**config.mk**
```make
export PLATFORM = sky130hd
export DESIGN_NAME = tcc_timer
export DESIGN_NICKNAME = d
export VERILOG_FILES = /design/src/verilog/tcc_pkg.sv /design/src/verilog/tcc_tick_if.sv /design/src/verilog/tcc_prescaler.sv /design/src/verilog/tcc_timer.sv
export SDC_FILE = /design/constraint.sdc
export NUM_CORES = 1
export LEC_CHECK = 0
export BUFFER_PORTS_ARGS = -buffer_cell sky130_fd_sc_hd__buf_2
export CAP_MARGIN = 20
export CORE_MARGIN = 2
export CORE_UTILIZATION = 60
export DETAILED_ROUTE_END_ITERATION = 8
export PLACE_DENSITY = 0.75
export SYNTH_ARGS = -nofsm -noshare
export SYNTH_HDL_FRONTEND = slang
export SYNTH_HIERARCHICAL = 1
export SYNTH_SLANG_ARGS = --single-unit
```
**constraint.sdc**
```tcl
create_clock -name CORE_CLK -period 10.8 [get_ports CORE_CLK]
set_input_delay 2.7 -clock CORE_CLK [delete_from_list [all_inputs] [get_ports CORE_CLK]]
set_output_delay 2.7 -clock CORE_CLK [all_outputs]
set_load 0.01 [all_outputs]
```
**src/verilog/tcc_pkg.sv**
```systemverilog
// Constants, register map and shared helpers of the eight-channel capture/compare timer.
// Assumes a single 10 MHz clock and an APB register bus with 32-bit data.
`default_nettype none
package tcc_pkg;
	localparam int ADDR_W = 8;
	localparam int DATA_W = 32;
	localparam int NCH    = 8;

	localparam logic [7:0] OFS_CTRL   = 8'h00;
	localparam logic [7:0] OFS_CHCFG  = 8'h04;
	localparam logic [7:0] OFS_OUTCFG = 8'h08;
	localparam logic [7:0] OFS_FORCE  = 8'h0C;
	localparam logic [7:0] OFS_FLAGS  = 8'h10;
	localparam logic [7:0] OFS_COUNT  = 8'h14;
	localparam logic [7:0] OFS_ACCUM  = 8'h18;
	localparam logic [7:0] OFS_PORT   = 8'h1C;
	localparam logic [2:0] OFS_CHAN_HI = 3'h1;

	localparam int B_RUN  = 0;
	localparam int B_AEN  = 1;
	localparam int B_GATE = 2;
	localparam int B_POL  = 3;
	localparam int B_COUNTER_RESET_ON_MATCH = 4;
	localparam int B_FINE = 5;
	localparam int B_AWIE = 6;
	localparam int B_AGIE = 7;
	localparam int B_CWIE = 8;
	localparam int B_SEL  = 12;
	localparam int B_FVAL = 16;
	localparam int B_CWF  = 8;
	localparam int B_AWF  = 9;
	localparam int B_AGF  = 10;
	localparam int NFLAG  = 11;

	localparam logic [31:0] CTRL_WMASK = 32'h00FF_71FF;
	localparam logic [31:0] PORT_WMASK = 32'h00FF_FFFF;
	localparam logic [31:0] RST_REG32  = 32'h0000_0000;
	localparam logic [15:0] RST_REG16  = 16'h0000;
	localparam logic [15:0] MAX16      = 16'hFFFF;
	localparam logic [5:0]  DIV64_LAST = 6'h3F;

	typedef enum logic [1:0] {
		ACT_NONE   = 2'b00,
		ACT_TOGGLE = 2'b01,
		ACT_CLEAR  = 2'b10,
		ACT_SET    = 2'b11
	} tcc_act_e;

	// New pin state for a compare action applied to the current state.
	function automatic logic tcc_oc_apply(input logic [1:0] act, input logic cur);
		case (tcc_act_e'(act))
			ACT_TOGGLE: tcc_oc_apply = ~cur;
			ACT_CLEAR:  tcc_oc_apply = 1'b0;
			ACT_SET:    tcc_oc_apply = 1'b1;
			default:    tcc_oc_apply = cur;
		endcase
	endfunction
endpackage
`default_nettype wire

```
**src/verilog/tcc_tick_if.sv**
```systemverilog
// Carrier between the timer core and its prescaler: configuration one way, tick pulses back.
// Assumes both ends run on the same clock.
`timescale 1ns/1ps
`default_nettype none
interface tcc_tick_if;
	logic       run;
	logic       fine;
	logic [2:0] sel;
	logic [7:0] fval;
	logic       tick;
	logic       div64;
	modport pre  (input run, fine, sel, fval, output tick, div64);
	modport core (output run, fine, sel, fval, input tick, div64);
endinterface
`default_nettype wire

```
**src/verilog/tcc_prescaler.sv**
```systemverilog
// Timer prescaler: counter tick enable and the divide-by-64 enable for gated accumulation.
// Assumes configuration comes from registers on the same clock.
`timescale 1ns/1ps
`default_nettype none
module tcc_prescaler
	import tcc_pkg::*;
(
	// Clock and reset.
	input  wire logic clk,
	input  wire logic rst,
	// Core side.
	tcc_tick_if.pre   tk
);
	logic [7:0] cnt_r;
	logic [7:0] last_r;
	logic [7:0] last_nxt;
	logic [5:0] d64_r;

	always_comb begin
		if (tk.fine) begin
			last_nxt = tk.fval;
		end else begin
			last_nxt = 8'((9'h001 << tk.sel) - 9'h001);
		end
	end

	// A new factor is taken while stopped or when the stage counter returns to zero.
	always_ff @(posedge clk) begin
		if (rst) begin
			cnt_r  <= 8'h00;
			last_r <= 8'h00;
		end else if (!tk.run) begin
			cnt_r  <= 8'h00;
			last_r <= last_nxt;
		end else if (cnt_r == last_r) begin
			cnt_r  <= 8'h00;
			last_r <= last_nxt;
		end else begin
			cnt_r <= cnt_r + 8'h01;
		end
	end

	always_ff @(posedge clk) begin
		if (rst || !tk.run) begin
			d64_r <= 6'h00;
		end else begin
			d64_r <= d64_r + 6'h01;
		end
	end

	assign tk.tick  = tk.run && (cnt_r == last_r);
	assign tk.div64 = tk.run && (d64_r == DIV64_LAST);
endmodule
`default_nettype wire

```
**src/verilog/tcc_timer.sv**
```systemverilog
// Eight-channel capture/compare timer with pulse accumulator on channel 7, APB slave.
// Assumes timer pins arrive asynchronously and the APB master runs on CORE_CLK.
`timescale 1ns/1ps
`default_nettype none
module tcc_timer
	import tcc_pkg::*;
(
	// Clock and reset.
	input  wire logic                      CORE_CLK,
	input  wire logic                      RESET,
	// APB slave.
	input  wire logic                      PSEL,
	input  wire logic                      PENABLE,
	input  wire logic                      PWRITE,
	input  wire logic [tcc_pkg::ADDR_W-1:0] PADDR,
	input  wire logic [tcc_pkg::DATA_W-1:0] PWDATA,
	output logic      [tcc_pkg::DATA_W-1:0] PRDATA,
	output logic                           PREADY,
	output logic                           PSLVERR,
	// Timer pins.
	input  wire logic [tcc_pkg::NCH-1:0]    TMR_PIN_IN,
	output logic      [tcc_pkg::NCH-1:0]    TMR_PIN_OUT,
	output logic      [tcc_pkg::NCH-1:0]    TMR_PIN_OE_N,
	// Interrupt requests.
	output logic      [tcc_pkg::NCH-1:0]    IRQ_CHANNEL,
	output logic                           IRQ_ACCUM_INPUT,
	output logic                           IRQ_ACCUM_WRAP,
	output logic                           IRQ_COUNTER_WRAP
);
	import tcc_pkg::*;

	// Software registers.
	logic [31:0]      ctrl_r;
	logic [31:0]      chcfg_r;
	logic [31:0]      outcfg_r;
	logic [31:0]      port_r;
	logic [NFLAG-1:0] flags_r;
	logic [15:0]      cnt_r;
	logic [15:0]      acc_r;
	logic [15:0]      chan_r [NCH];
	logic [7:0]       oc_r;
	logic [7:0]       oc_nxt;

	// Pin synchroniser.
	logic [7:0] sync1_r;
	logic [7:0] sync2_r;
	logic [7:0] sync3_r;
	logic [7:0] lvl_r;
	logic [7:0] chg;
	logic [7:0] rise;
	logic [7:0] fall;

	// Field views.
	logic        run;
	logic        aen;
	logic [7:0]  ios;
	logic [7:0]  ien;
	logic [7:0]  ocpd;
	logic [7:0]  mask7;
	logic [7:0]  overflow_toggle;
	logic [7:0]  data7;
	logic [7:0]  cap_fall;

	// Event terms.
	logic [7:0]  match;
	logic [7:0]  cap;
	logic [7:0]  frc;
	logic [7:0]  mode_nz;
	logic [7:0]  drive_t;
	logic        ovf;
	logic        ev7;
	logic        acc_edge;
	logic        acc_active;
	logic        acc_inc;
	logic        acc_gate_end;
	logic [NFLAG-1:0] fset;
	logic [NFLAG-1:0] fclr;

	// Bus decode.
	logic        acc_ph;
	logic        wr;
	logic        chan_hit;
	logic [2:0]  chan_idx;
	logic [31:0] rd_nxt;
	logic        err_nxt;

	tcc_tick_if tk ();

	assign run      = ctrl_r[B_RUN];
	assign aen      = ctrl_r[B_AEN];
	assign ios      = chcfg_r[7:0];
	assign ien      = chcfg_r[15:8];
	assign ocpd     = chcfg_r[23:16];
	assign mask7    = chcfg_r[31:24];
	assign overflow_toggle     = outcfg_r[23:16];
	assign data7    = outcfg_r[31:24];
	assign cap_fall = port_r[23:16];

	assign tk.run  = run;
	assign tk.fine = ctrl_r[B_FINE];
	assign tk.sel  = ctrl_r[B_SEL +: 3];
	assign tk.fval = ctrl_r[B_FVAL +: 8];

	tcc_prescaler u_pre (
		.clk (CORE_CLK),
		.rst (RESET),
		.tk  (tk.pre)
	);

	// APB: zero wait states, read data captured in the setup cycle.
	assign PREADY   = 1'b1;
	assign acc_ph   = PSEL && PENABLE;
	assign wr       = acc_ph && PWRITE && !err_nxt;
	assign chan_hit = (PADDR[7:5] == OFS_CHAN_HI) && (PADDR[1:0] == 2'b00);
	assign chan_idx = PADDR[4:2];

	always_comb begin
		rd_nxt  = RST_REG32;
		err_nxt = 1'b0;
		if (chan_hit) begin
			rd_nxt = {16'h0000, chan_r[chan_idx]};
		end else begin
			case (PADDR)
				OFS_CTRL:   rd_nxt = ctrl_r;
				OFS_CHCFG:  rd_nxt = chcfg_r;
				OFS_OUTCFG: rd_nxt = outcfg_r;
				OFS_FORCE:  rd_nxt = RST_REG32;
				OFS_FLAGS:  rd_nxt = {21'h000000, flags_r};
				OFS_COUNT:  rd_nxt = {16'h0000, cnt_r};
				OFS_ACCUM:  rd_nxt = {16'h0000, acc_r};
				OFS_PORT:   rd_nxt = {lvl_r, port_r[23:0]};
				default:    err_nxt = 1'b1;
			endcase
		end
	end

	always_ff @(posedge CORE_CLK) begin
		if (RESET) begin
			PRDATA  <= RST_REG32;
			PSLVERR <= 1'b0;
		end else if (PSEL && !PENABLE) begin
			PRDATA  <= PWRITE ? RST_REG32 : rd_nxt;
			PSLVERR <= err_nxt;
		end
	end

	always_ff @(posedge CORE_CLK) begin
		if (RESET) begin
			ctrl_r   <= RST_REG32;
			chcfg_r  <= RST_REG32;
			outcfg_r <= RST_REG32;
			port_r   <= RST_REG32;
		end else if (wr) begin
			case (PADDR)
				OFS_CTRL:   ctrl_r   <= PWDATA & CTRL_WMASK;
				OFS_CHCFG:  chcfg_r  <= PWDATA;
				OFS_OUTCFG: outcfg_r <= PWDATA;
				OFS_PORT:   port_r   <= PWDATA & PORT_WMASK;
				default:    ;
			endcase
		end
	end

	// A level counts once the second and third stages agree.
	always_ff @(posedge CORE_CLK) begin
		if (RESET) begin
			sync1_r <= 8'h00;
			sync2_r <= 8'h00;
			sync3_r <= 8'h00;
			lvl_r   <= 8'h00;
		end else begin
			sync1_r <= TMR_PIN_IN;
			sync2_r <= sync1_r;
			sync3_r <= sync2_r;
			lvl_r   <= lvl_r ^ chg;
		end
	end

	assign chg  = ~(sync2_r ^ sync3_r) & (sync2_r ^ lvl_r);
	assign rise = chg & sync2_r;
	assign fall = chg & ~sync2_r;

	// Compare and capture events.
	always_comb begin
		for (int i = 0; i < NCH; i++) begin
			match[i]   = run && tk.tick && (cnt_r == chan_r[i]);
			mode_nz[i] = |outcfg_r[2*i +: 2];
		end
	end

	assign cap = ~ios & ((rise & ~cap_fall) | (fall & cap_fall));
	assign ovf = run && tk.tick && (cnt_r == MAX16);
	assign ev7 = (match[7] && ios[7]) || (ovf && overflow_toggle[7]);
	assign frc = (wr && (PADDR == OFS_FORCE)) ? (PWDATA[7:0] & ios) : 8'h00;

	// Free-running counter.
	always_ff @(posedge CORE_CLK) begin
		if (RESET) begin
			cnt_r <= RST_REG16;
		end else if (run && tk.tick) begin
			if (ctrl_r[B_COUNTER_RESET_ON_MATCH] && match[7] && (chan_r[7] != RST_REG16)) begin
				cnt_r <= RST_REG16;
			end else begin
				cnt_r <= cnt_r + 16'h0001;
			end
		end
	end

	// Channel registers: capture wins over a software write in the same cycle.
	always_ff @(posedge CORE_CLK) begin
		if (RESET) begin
			for (int i = 0; i < NCH; i++) begin
				chan_r[i] <= RST_REG16;
			end
		end else begin
			for (int i = 0; i < NCH; i++) begin
				if (cap[i]) begin
					chan_r[i] <= cnt_r;
				end else if (wr && chan_hit && (chan_idx == 3'(i))) begin
					chan_r[i] <= PWDATA[15:0];
				end
			end
		end
	end

	// Output register: per-channel action first, then the channel 7 override on masked pins.
	always_comb begin
		oc_nxt = oc_r;
		for (int i = 0; i < NCH; i++) begin
			if (ios[i] && (match[i] || frc[i])) begin
				oc_nxt[i] = tcc_oc_apply(outcfg_r[2*i +: 2], oc_r[i]);
			end
		end
		if (ev7 || frc[7]) begin
			oc_nxt = (oc_nxt & ~mask7) | (data7 & mask7);
		end
	end

	// The output register updates even while the pin is disconnected.
	always_ff @(posedge CORE_CLK) begin
		if (RESET) begin
			oc_r <= 8'h00;
		end else begin
			oc_r <= oc_nxt;
		end
	end

	// Timer owns a pin when compare is selected, connected and an action or mask is set.
	assign drive_t = ios & ~ocpd & (mode_nz | mask7);

	always_ff @(posedge CORE_CLK) begin
		if (RESET) begin
			TMR_PIN_OUT  <= 8'h00;
			TMR_PIN_OE_N <= 8'hFF;
		end else begin
			TMR_PIN_OUT  <= (drive_t & oc_r) | (~drive_t & port_r[7:0]);
			TMR_PIN_OE_N <= ~(drive_t | port_r[15:8]);
		end
	end

	// Pulse accumulator on the synchronised channel 7 level.
	assign acc_edge   = ctrl_r[B_POL] ? rise[7] : fall[7];
	assign acc_active = (lvl_r[7] == ctrl_r[B_POL]);

	always_comb begin
		if (ctrl_r[B_GATE]) begin
			acc_inc      = aen && tk.div64 && acc_active;
			acc_gate_end = aen && (ctrl_r[B_POL] ? fall[7] : rise[7]);
		end else begin
			acc_inc      = aen && acc_edge;
			acc_gate_end = aen && acc_edge;
		end
	end

	// A software write to the count wins over a simultaneous increment.
	always_ff @(posedge CORE_CLK) begin
		if (RESET) begin
			acc_r <= RST_REG16;
		end else if (wr && (PADDR == OFS_ACCUM)) begin
			acc_r <= PWDATA[15:0];
		end else if (acc_inc) begin
			acc_r <= acc_r + 16'h0001;
		end
	end

	// Sticky flags: hardware set wins over a write-one clear in the same cycle.
	always_comb begin
		fset        = '0;
		fset[7:0]   = (ios & match) | cap;
		fset[B_CWF] = ovf;
		fset[B_AWF] = acc_inc && (acc_r == MAX16);
		fset[B_AGF] = acc_gate_end;
		fclr        = '0;
		if (wr && (PADDR == OFS_FLAGS) && (run || aen)) begin
			fclr = PWDATA[NFLAG-1:0];
		end
	end

	always_ff @(posedge CORE_CLK) begin
		if (RESET) begin
			flags_r <= '0;
		end else begin
			flags_r <= (flags_r & ~fclr) | fset;
		end
	end

	// Eleven separate active-high requests.
	assign IRQ_CHANNEL      = flags_r[7:0] & ien;
	assign IRQ_COUNTER_WRAP = flags_r[B_CWF] & ctrl_r[B_CWIE];
	assign IRQ_ACCUM_WRAP   = flags_r[B_AWF] & ctrl_r[B_AWIE];
	assign IRQ_ACCUM_INPUT  = flags_r[B_AGF] & ctrl_r[B_AGIE];
endmodule
`default_nettype wire

```
==> results.cfg, run 1 <==
[sta]
slew_headroom_pct = 14.5
slew_violations = 0
tightest_slew_ns = 1.27
rsz0062_at_grt = no
tns_ns = 0
finalClockSkew_ns = 0.0217
fin_ws_ns = 5.15
min_period_ns = 5.65
post-route-period-util_pct = 52.3
fmax_mhz = 177
hold_violations = 0
finalSetupViolCount = 0

[setup_path]
crit_family = simple AND/OR/NAND/NOR gates
cp.arrival_ns = 6.04
slowest_stage = buf_4
crit_path_end_kind = flip-flop
crit_path_max_fanout = 40
path_common_cell = nand2_1
crit_buf_inv = 3
crit_chain = buf_2 > buf_4 > nand2_1 > nor4_2 > buf_4 > nand2_1 > nand2_1 > a21oi_1
path_class = primary input to flip-flop
critPathLaunchType = primary input
cpPeakStageDelay_ns = 0.65
cp_data_required_time_ns = 11.19

[route]
detail-route-antenna-nets = 0
vias_per_cell = 6.76
drt_wl_total_um = 70100
num_vias = 17600
drc = 0
firstDrtPassIters = 9
drt-wirelength-per-cell_um = 26.9
drtIter0Drc = 2898

[floorplanning]
initial_core_util_pct = 60.8
core_um2 = 32500
die_y_um = 185
ioPinCount = 114
rows = 66
die_w_um = 185
die_area_um2 = 34300

[min_path]
hp-class = flip-flop to flip-flop

[yosys]
synth-main-ff-cell = dfxtp_1
yosys-top-cells-area = dfxtp_1 27%, edfxtp_1 19%, nand2_1 6.9%
syn_area_um2 = 19700
synth_edf_count = 128
ys_seq_area_share_pct = 46.1
synth_top_area_cell = dfxtp_1
synth.distinct_cells = 76
synth.net_count = 2153
synth-seq-cells = 390
synth_most_common_cell = nand2_1
synthCells = 2096
syn_area_per_cell_um2 = 9.41
synth_top_area_share_pct = 26.6
synthArstFlopShare_pct = 0
ys_warn_count = 6
synthTopCellsByCount = 362 x nand2_1, 262 x dfxtp_1, 147 x xnor2_1

[clock_network]
clk_latency_ns = 0.56
clockBufferDepth = 3
post_cts_buffers = 0
cts_resized = 0
cts.sinks = 390
ctsHoldBuffers = 0
cts-root-buf = clkbuf_16
htree_levels = 2
cts_tree = done
cts_buffers = 41
path_clk_slew_ns = 0.06

[pwr]
p_switching_mw = 0.746
p_int_mw = 2.44
leakagePower_nw = 7.63
comb_power_share_pct = 5.8
sw_frac_of_total_pct = 23.4
clkPwrFrac_pct = 45.2
p_per_area_nw_per_um2 = 144
p_seq_share_pct = 49.0
vdd_ir_drop_max_uv = 142

[grt]
grt.total_usage_pct = 40.6
grt_pass1_vias = 15900
grt_max_degree = 95
grt_pass1_wl_um = 103000
grt_overflow = 0
antenna_found_initial = 4

[placement]
dp_hpwl_um = 48500
gp_congestion = 1.04
post-place-ws_ns = 4.58
io_buffers = 112

[flow_run]
maxCapViolations = 0

[finish]
n_antenna_cell = 0
fin_nets = 2193
drive_gt1_share_pct = 14.9
area_growth_pct = 11.7

[run_status]
status = finished, final reports clean
-- flip-flops by register name, indices dropped and copies added, names as in the netlist, 11 cells and up, named ones only --
name	cells
acc_r	16
chan_r	128
ctrl_r	20
flags_r	11
chcfg_r	32
cnt_r	16
port_r	24
PRDATA	32
outcfg_r	32
-- cell usage in the layout, fill, tap and decap left out, types with 9 or more instances in the layout --
| master | instances |
|---|---|
| nor4_1 | 9 |
| and2_1 | 16 |
| nor3_2 | 14 |
| and3_1 | 16 |
| xor2_1 | 30 |
| a211oi_1 | 20 |
| buf_4 | 47 |
| a221oi_1 | 9 |
| a211o_1 | 12 |
| nor2_1 | 122 |
| buf_2 | 112 |
| nor3_1 | 25 |
| a22o_1 | 107 |
| mux2_2 | 9 |
| clkbuf_16 | 43 |
| nand3_1 | 48 |
| nand2_1 | 362 |
| a21oi_1 | 144 |
| mux2i_1 | 29 |
| inv_1 | 16 |
| edfxtp_1 | 128 |
| nor2b_1 | 37 |
| nand2b_1 | 13 |
| xnor2_1 | 147 |
| nand4_1 | 34 |
| dfxtp_1 | 262 |
| o21ai_0 | 86 |
| a22oi_1 | 62 |
| o22ai_1 | 9 |
| clkbuf_1 | 11 |
| mux4_2 | 34 |
| and4_1 | 16 |
-- layout make-up --
cell class,count,area (um2)
timing repair buffer,170,1060
sequential,390,9090
clock buffer,59,1190
tap,442,553
fill,2590,10400
inverter,16,60.1
multi-input combinational,1517,9920
clock inverter,16,171
-- final timing paths --
kind | from | to | slack [ns] | depth (start not counted)
setup / recovery | PADDR[2] | port_r[18]$_SDFFE_PP0P_ | 5.15 | 8
hold / removal | PRDATA[9]$_SDFFE_PP0P_ | PRDATA[9]$_SDFFE_PP0P_ | 0.44 | 2
setup reg to reg | u_pre/cnt_r[5]$_SDFF_PP0_ | oc_r[4]$_SDFF_PP0_ | 7.40 | 9
hold reg to reg | PRDATA[9]$_SDFFE_PP0P_ | PRDATA[9]$_SDFFE_PP0P_ | 0.44 | 2
-- power groups by stage --
stage          combinational, mW  clock, mW  sequential [mW]
6_report                   0.186       1.44             1.56
5_1_grt                    0.191       1.50             1.56
4_1_cts                    0.179       1.44             1.56
3_5_place_dp               0.178          0             1.59
3_3_place_gp               0.176          0             1.59
2_1_floorplan              0.109          0             1.58
-- per-stage QoR --
step	area (um2)	power [mW]	util (%)	instances	hold WS (ns)
global route	22000	3.25	67.9	2610	0.460
finish	22000	3.18	67.9	2610	0.436
floorplan	19700	1.69	-	2096	0.414
CTS	21900	3.17	67.6	2603	0.436
detailed placement	20600	1.77	63.4	2528	0.421
global placement	20500	1.76	63.3	2524	0.420
-- cells by family after synthesis --
family                   after synthesis  share of synthesized area [%]
multiplexers                          75                           6.10
flip-flops                           390                           46.1
AO/OA/AOI/OAI                        500                           17.3
adder cells (fa/ha/maj)                4                          0.254
AND/OR/NAND/NOR                      760                           18.4
XOR/XNOR                             177                           7.86
other                                  1                         0.0190
buffers and inverters                189                           4.02
-- tightest hold or removal path: stages, from the launching register on --
cell	delay, ns
dfxtp_1	0.30
nand2_1	0.05
nand2_1	0.04
-- routing by layer --
layer | part of all wire [%] | global-route usage [%] | vias to the layer above
met5 | 0.010 | 0 | -
met2 | 42 | 57.9 | 1373
met4 | 4.4 | 15.9 | 2
li1 | - | - | 7617
met3 | 15 | 12.0 | 204
met1 | 39 | 57.8 | 8452
Power figures use the tool's default switching activity.
==> run 2: changes to the inputs <==
- CORE_UTILIZATION: 60 -> 56
- PLACE_DENSITY: 0.75 -> 0.73
- clock period: 10.8 -> 4.9 ns (I/O delays scaled with it)
==> results.cfg, run 2 (same netlist as run 1, synthesis figures left out) <==
[route]
num_vias = 17700
drc = 0
drtIter0Drc = 2711
detail-route-antenna-nets = 0
vias_per_cell = 6.71
drt-wirelength-per-cell_um = 27.7
firstDrtPassIters = 6
drt_wl_total_um = 73100

[pwr]
sw_frac_of_total_pct = 23.4
leakagePower_nw = 7.71
p_per_area_nw_per_um2 = 327
p_switching_mw = 1.70
clkPwrFrac_pct = 46.9
p_seq_share_pct = 47.4
vdd_ir_drop_max_uv = 293
p_int_mw = 5.56
comb_power_share_pct = 5.7

[clock_network]
cts.sinks = 390
cts_resized = 0
htree_levels = 2
post_cts_buffers = 0
ctsHoldBuffers = 0
path_clk_slew_ns = 0.06
cts_tree = done
cts-root-buf = clkbuf_16
cts_buffers = 42
clk_latency_ns = 0.59
clockBufferDepth = 3

[sta]
fmax_mhz = 283
post-route-period-util_pct = 72.2
hold_violations = 0
finalClockSkew_ns = 0.0321
tightest_slew_ns = 1.16
min_period_ns = 3.54
slew_violations = 0
rsz0062_at_grt = no
finalSetupViolCount = 0
slew_headroom_pct = 21.9
tns_ns = 0

[finish]
n_antenna_cell = 0
final_cell_count_no_fill = 2635
fin_nets = 2203
top_register = chan_r
final.fill_count = 2881
drive_gt1_share_pct = 15.3
largest_reg_flops = 128
area_growth_pct = 12.4
final_cell_mix = 362 x nand2_1, 262 x dfxtp_1, 147 x xnor2_1
layout_commonest_cell = nand2_1

[placement]
gp_congestion = 1.08
dp.cells = 2555
io_buffers = 112
dp_hpwl_um = 51100

[floorplanning]
initial_core_util_pct = 57.0
rows = 68
ioPinCount = 114
die_area_um2 = 36700
core_um2 = 34600
die_y_um = 192
die_w_um = 192

[setup_path]
endpoint = oc_r[4]$_SDFF_PP0_
r2r-end = oc_r[4]$_SDFF_PP0_
ff2ff_path_depth = 9
crit_path_max_fanout = 14
crit_path_end_kind = flip-flop
crit_path_start = u_pre/cnt_r[0]$_SDFF_PP0_
cp.arrival_ns = 3.97
cp_data_required_time_ns = 5.33
slowest_stage = nor4_1
cpPeakStageDelay_ns = 0.97
critPathLaunchType = flip-flop
worstReg2RegStart = u_pre/cnt_r[0]$_SDFF_PP0_
path_class = flip-flop to flip-flop
reg2reg_setup_slack_ns = 1.36
crit_chain = xnor2_1 > nand4_1 > nor3_1 > and4_1 > nand3_1 > nor4_1 > a311o_2 > a22o_1 > a21oi_1

[grt]
grt_max_degree = 83
grt_pass1_vias = 16200
grt_pass1_wl_um = 107000
grt.total_usage_pct = 39.9
antenna_found_initial = 1
grt_overflow = 0

[flow_run]
maxCapViolations = 0

[min_path]
hp-class = flip-flop to flip-flop

[run_status]
status = finished, final reports clean
-- run 2: how the worst min path moves through the flow --
stage                                        to  cells past startpoint                   from
after floorplan           sync2_r[0]$_SDFF_PP0_                      1  sync1_r[0]$_SDFF_PP0_
after global placement    sync2_r[6]$_SDFF_PP0_                      1  sync1_r[6]$_SDFF_PP0_
after detailed placement  sync2_r[0]$_SDFF_PP0_                      1  sync1_r[0]$_SDFF_PP0_
after CTS                 sync2_r[0]$_SDFF_PP0_                      1  sync1_r[0]$_SDFF_PP0_
after global routing      sync2_r[1]$_SDFF_PP0_                      1  sync1_r[1]$_SDFF_PP0_
final                     sync2_r[0]$_SDFF_PP0_                      1  sync1_r[0]$_SDFF_PP0_
-- run 2: stage by stage --
stage | util (%) | area, um2 | power, mW | hold slack (ns) | worst slack (ns)
2_1_floorplan | - | 19700 | 3.73 | 0.414 | 0.983
3_3_place_gp | 59.8 | 20700 | 3.90 | 0.420 | 0.963
3_5_place_dp | 59.8 | 20700 | 3.90 | 0.422 | 0.973
4_1_cts | 64.0 | 22200 | 7.24 | 0.437 | 1.47
5_1_grt | 64.1 | 22200 | 7.40 | 0.454 | 1.28
6_report | 64.1 | 22200 | 7.25 | 0.434 | 1.36
-- run 2: power by group through the flow --
| stage | registers, mW | logic, mW | clock network [mW] |
|---|---|---|---|
| after floorplan | 3.49 | 0.241 | 0 |
| after detailed placement | 3.51 | 0.397 | 0 |
| after global routing | 3.44 | 0.428 | 3.53 |
| after global placement | 3.50 | 0.393 | 0 |
| final | 3.44 | 0.416 | 3.40 |
| after CTS | 3.44 | 0.399 | 3.40 |
-- run 2: layout make-up --
cell class / count / area, um2 / share of cell area, %
clock inverter: 17 / 262 / 1.18
inverter: 16 / 60.1 / 0.271
clock buffer: 61 / 1200 / 5.43
sequential: 390 / 9090 / 41.0
multi-input combinational: 1517 / 9920 / 44.7
timing repair buffer: 179 / 1080 / 4.86
tap: 455 / 569 / 2.57
-- run 2: routing by layer --
metal	vias to the layer above	track usage [%]	share of wire [%]
met2	1336	56.5	41
met4	2	15.3	4.4
met3	203	11.7	15
li1	7640	-	-
met1	8497	57.2	40
met5	-	0	0.012
-- run 2: critical path: cells and delay by family, from the launching register on --
| kind | cells | cell delay (ns) |
|---|---|---|
| AO/OA/AOI/OAI | 3 | 0.71 |
| XOR/XNOR | 1 | 0.14 |
| flip-flops | 1 | 0.40 |
| AND/OR/NAND/NOR | 5 | 2.14 |
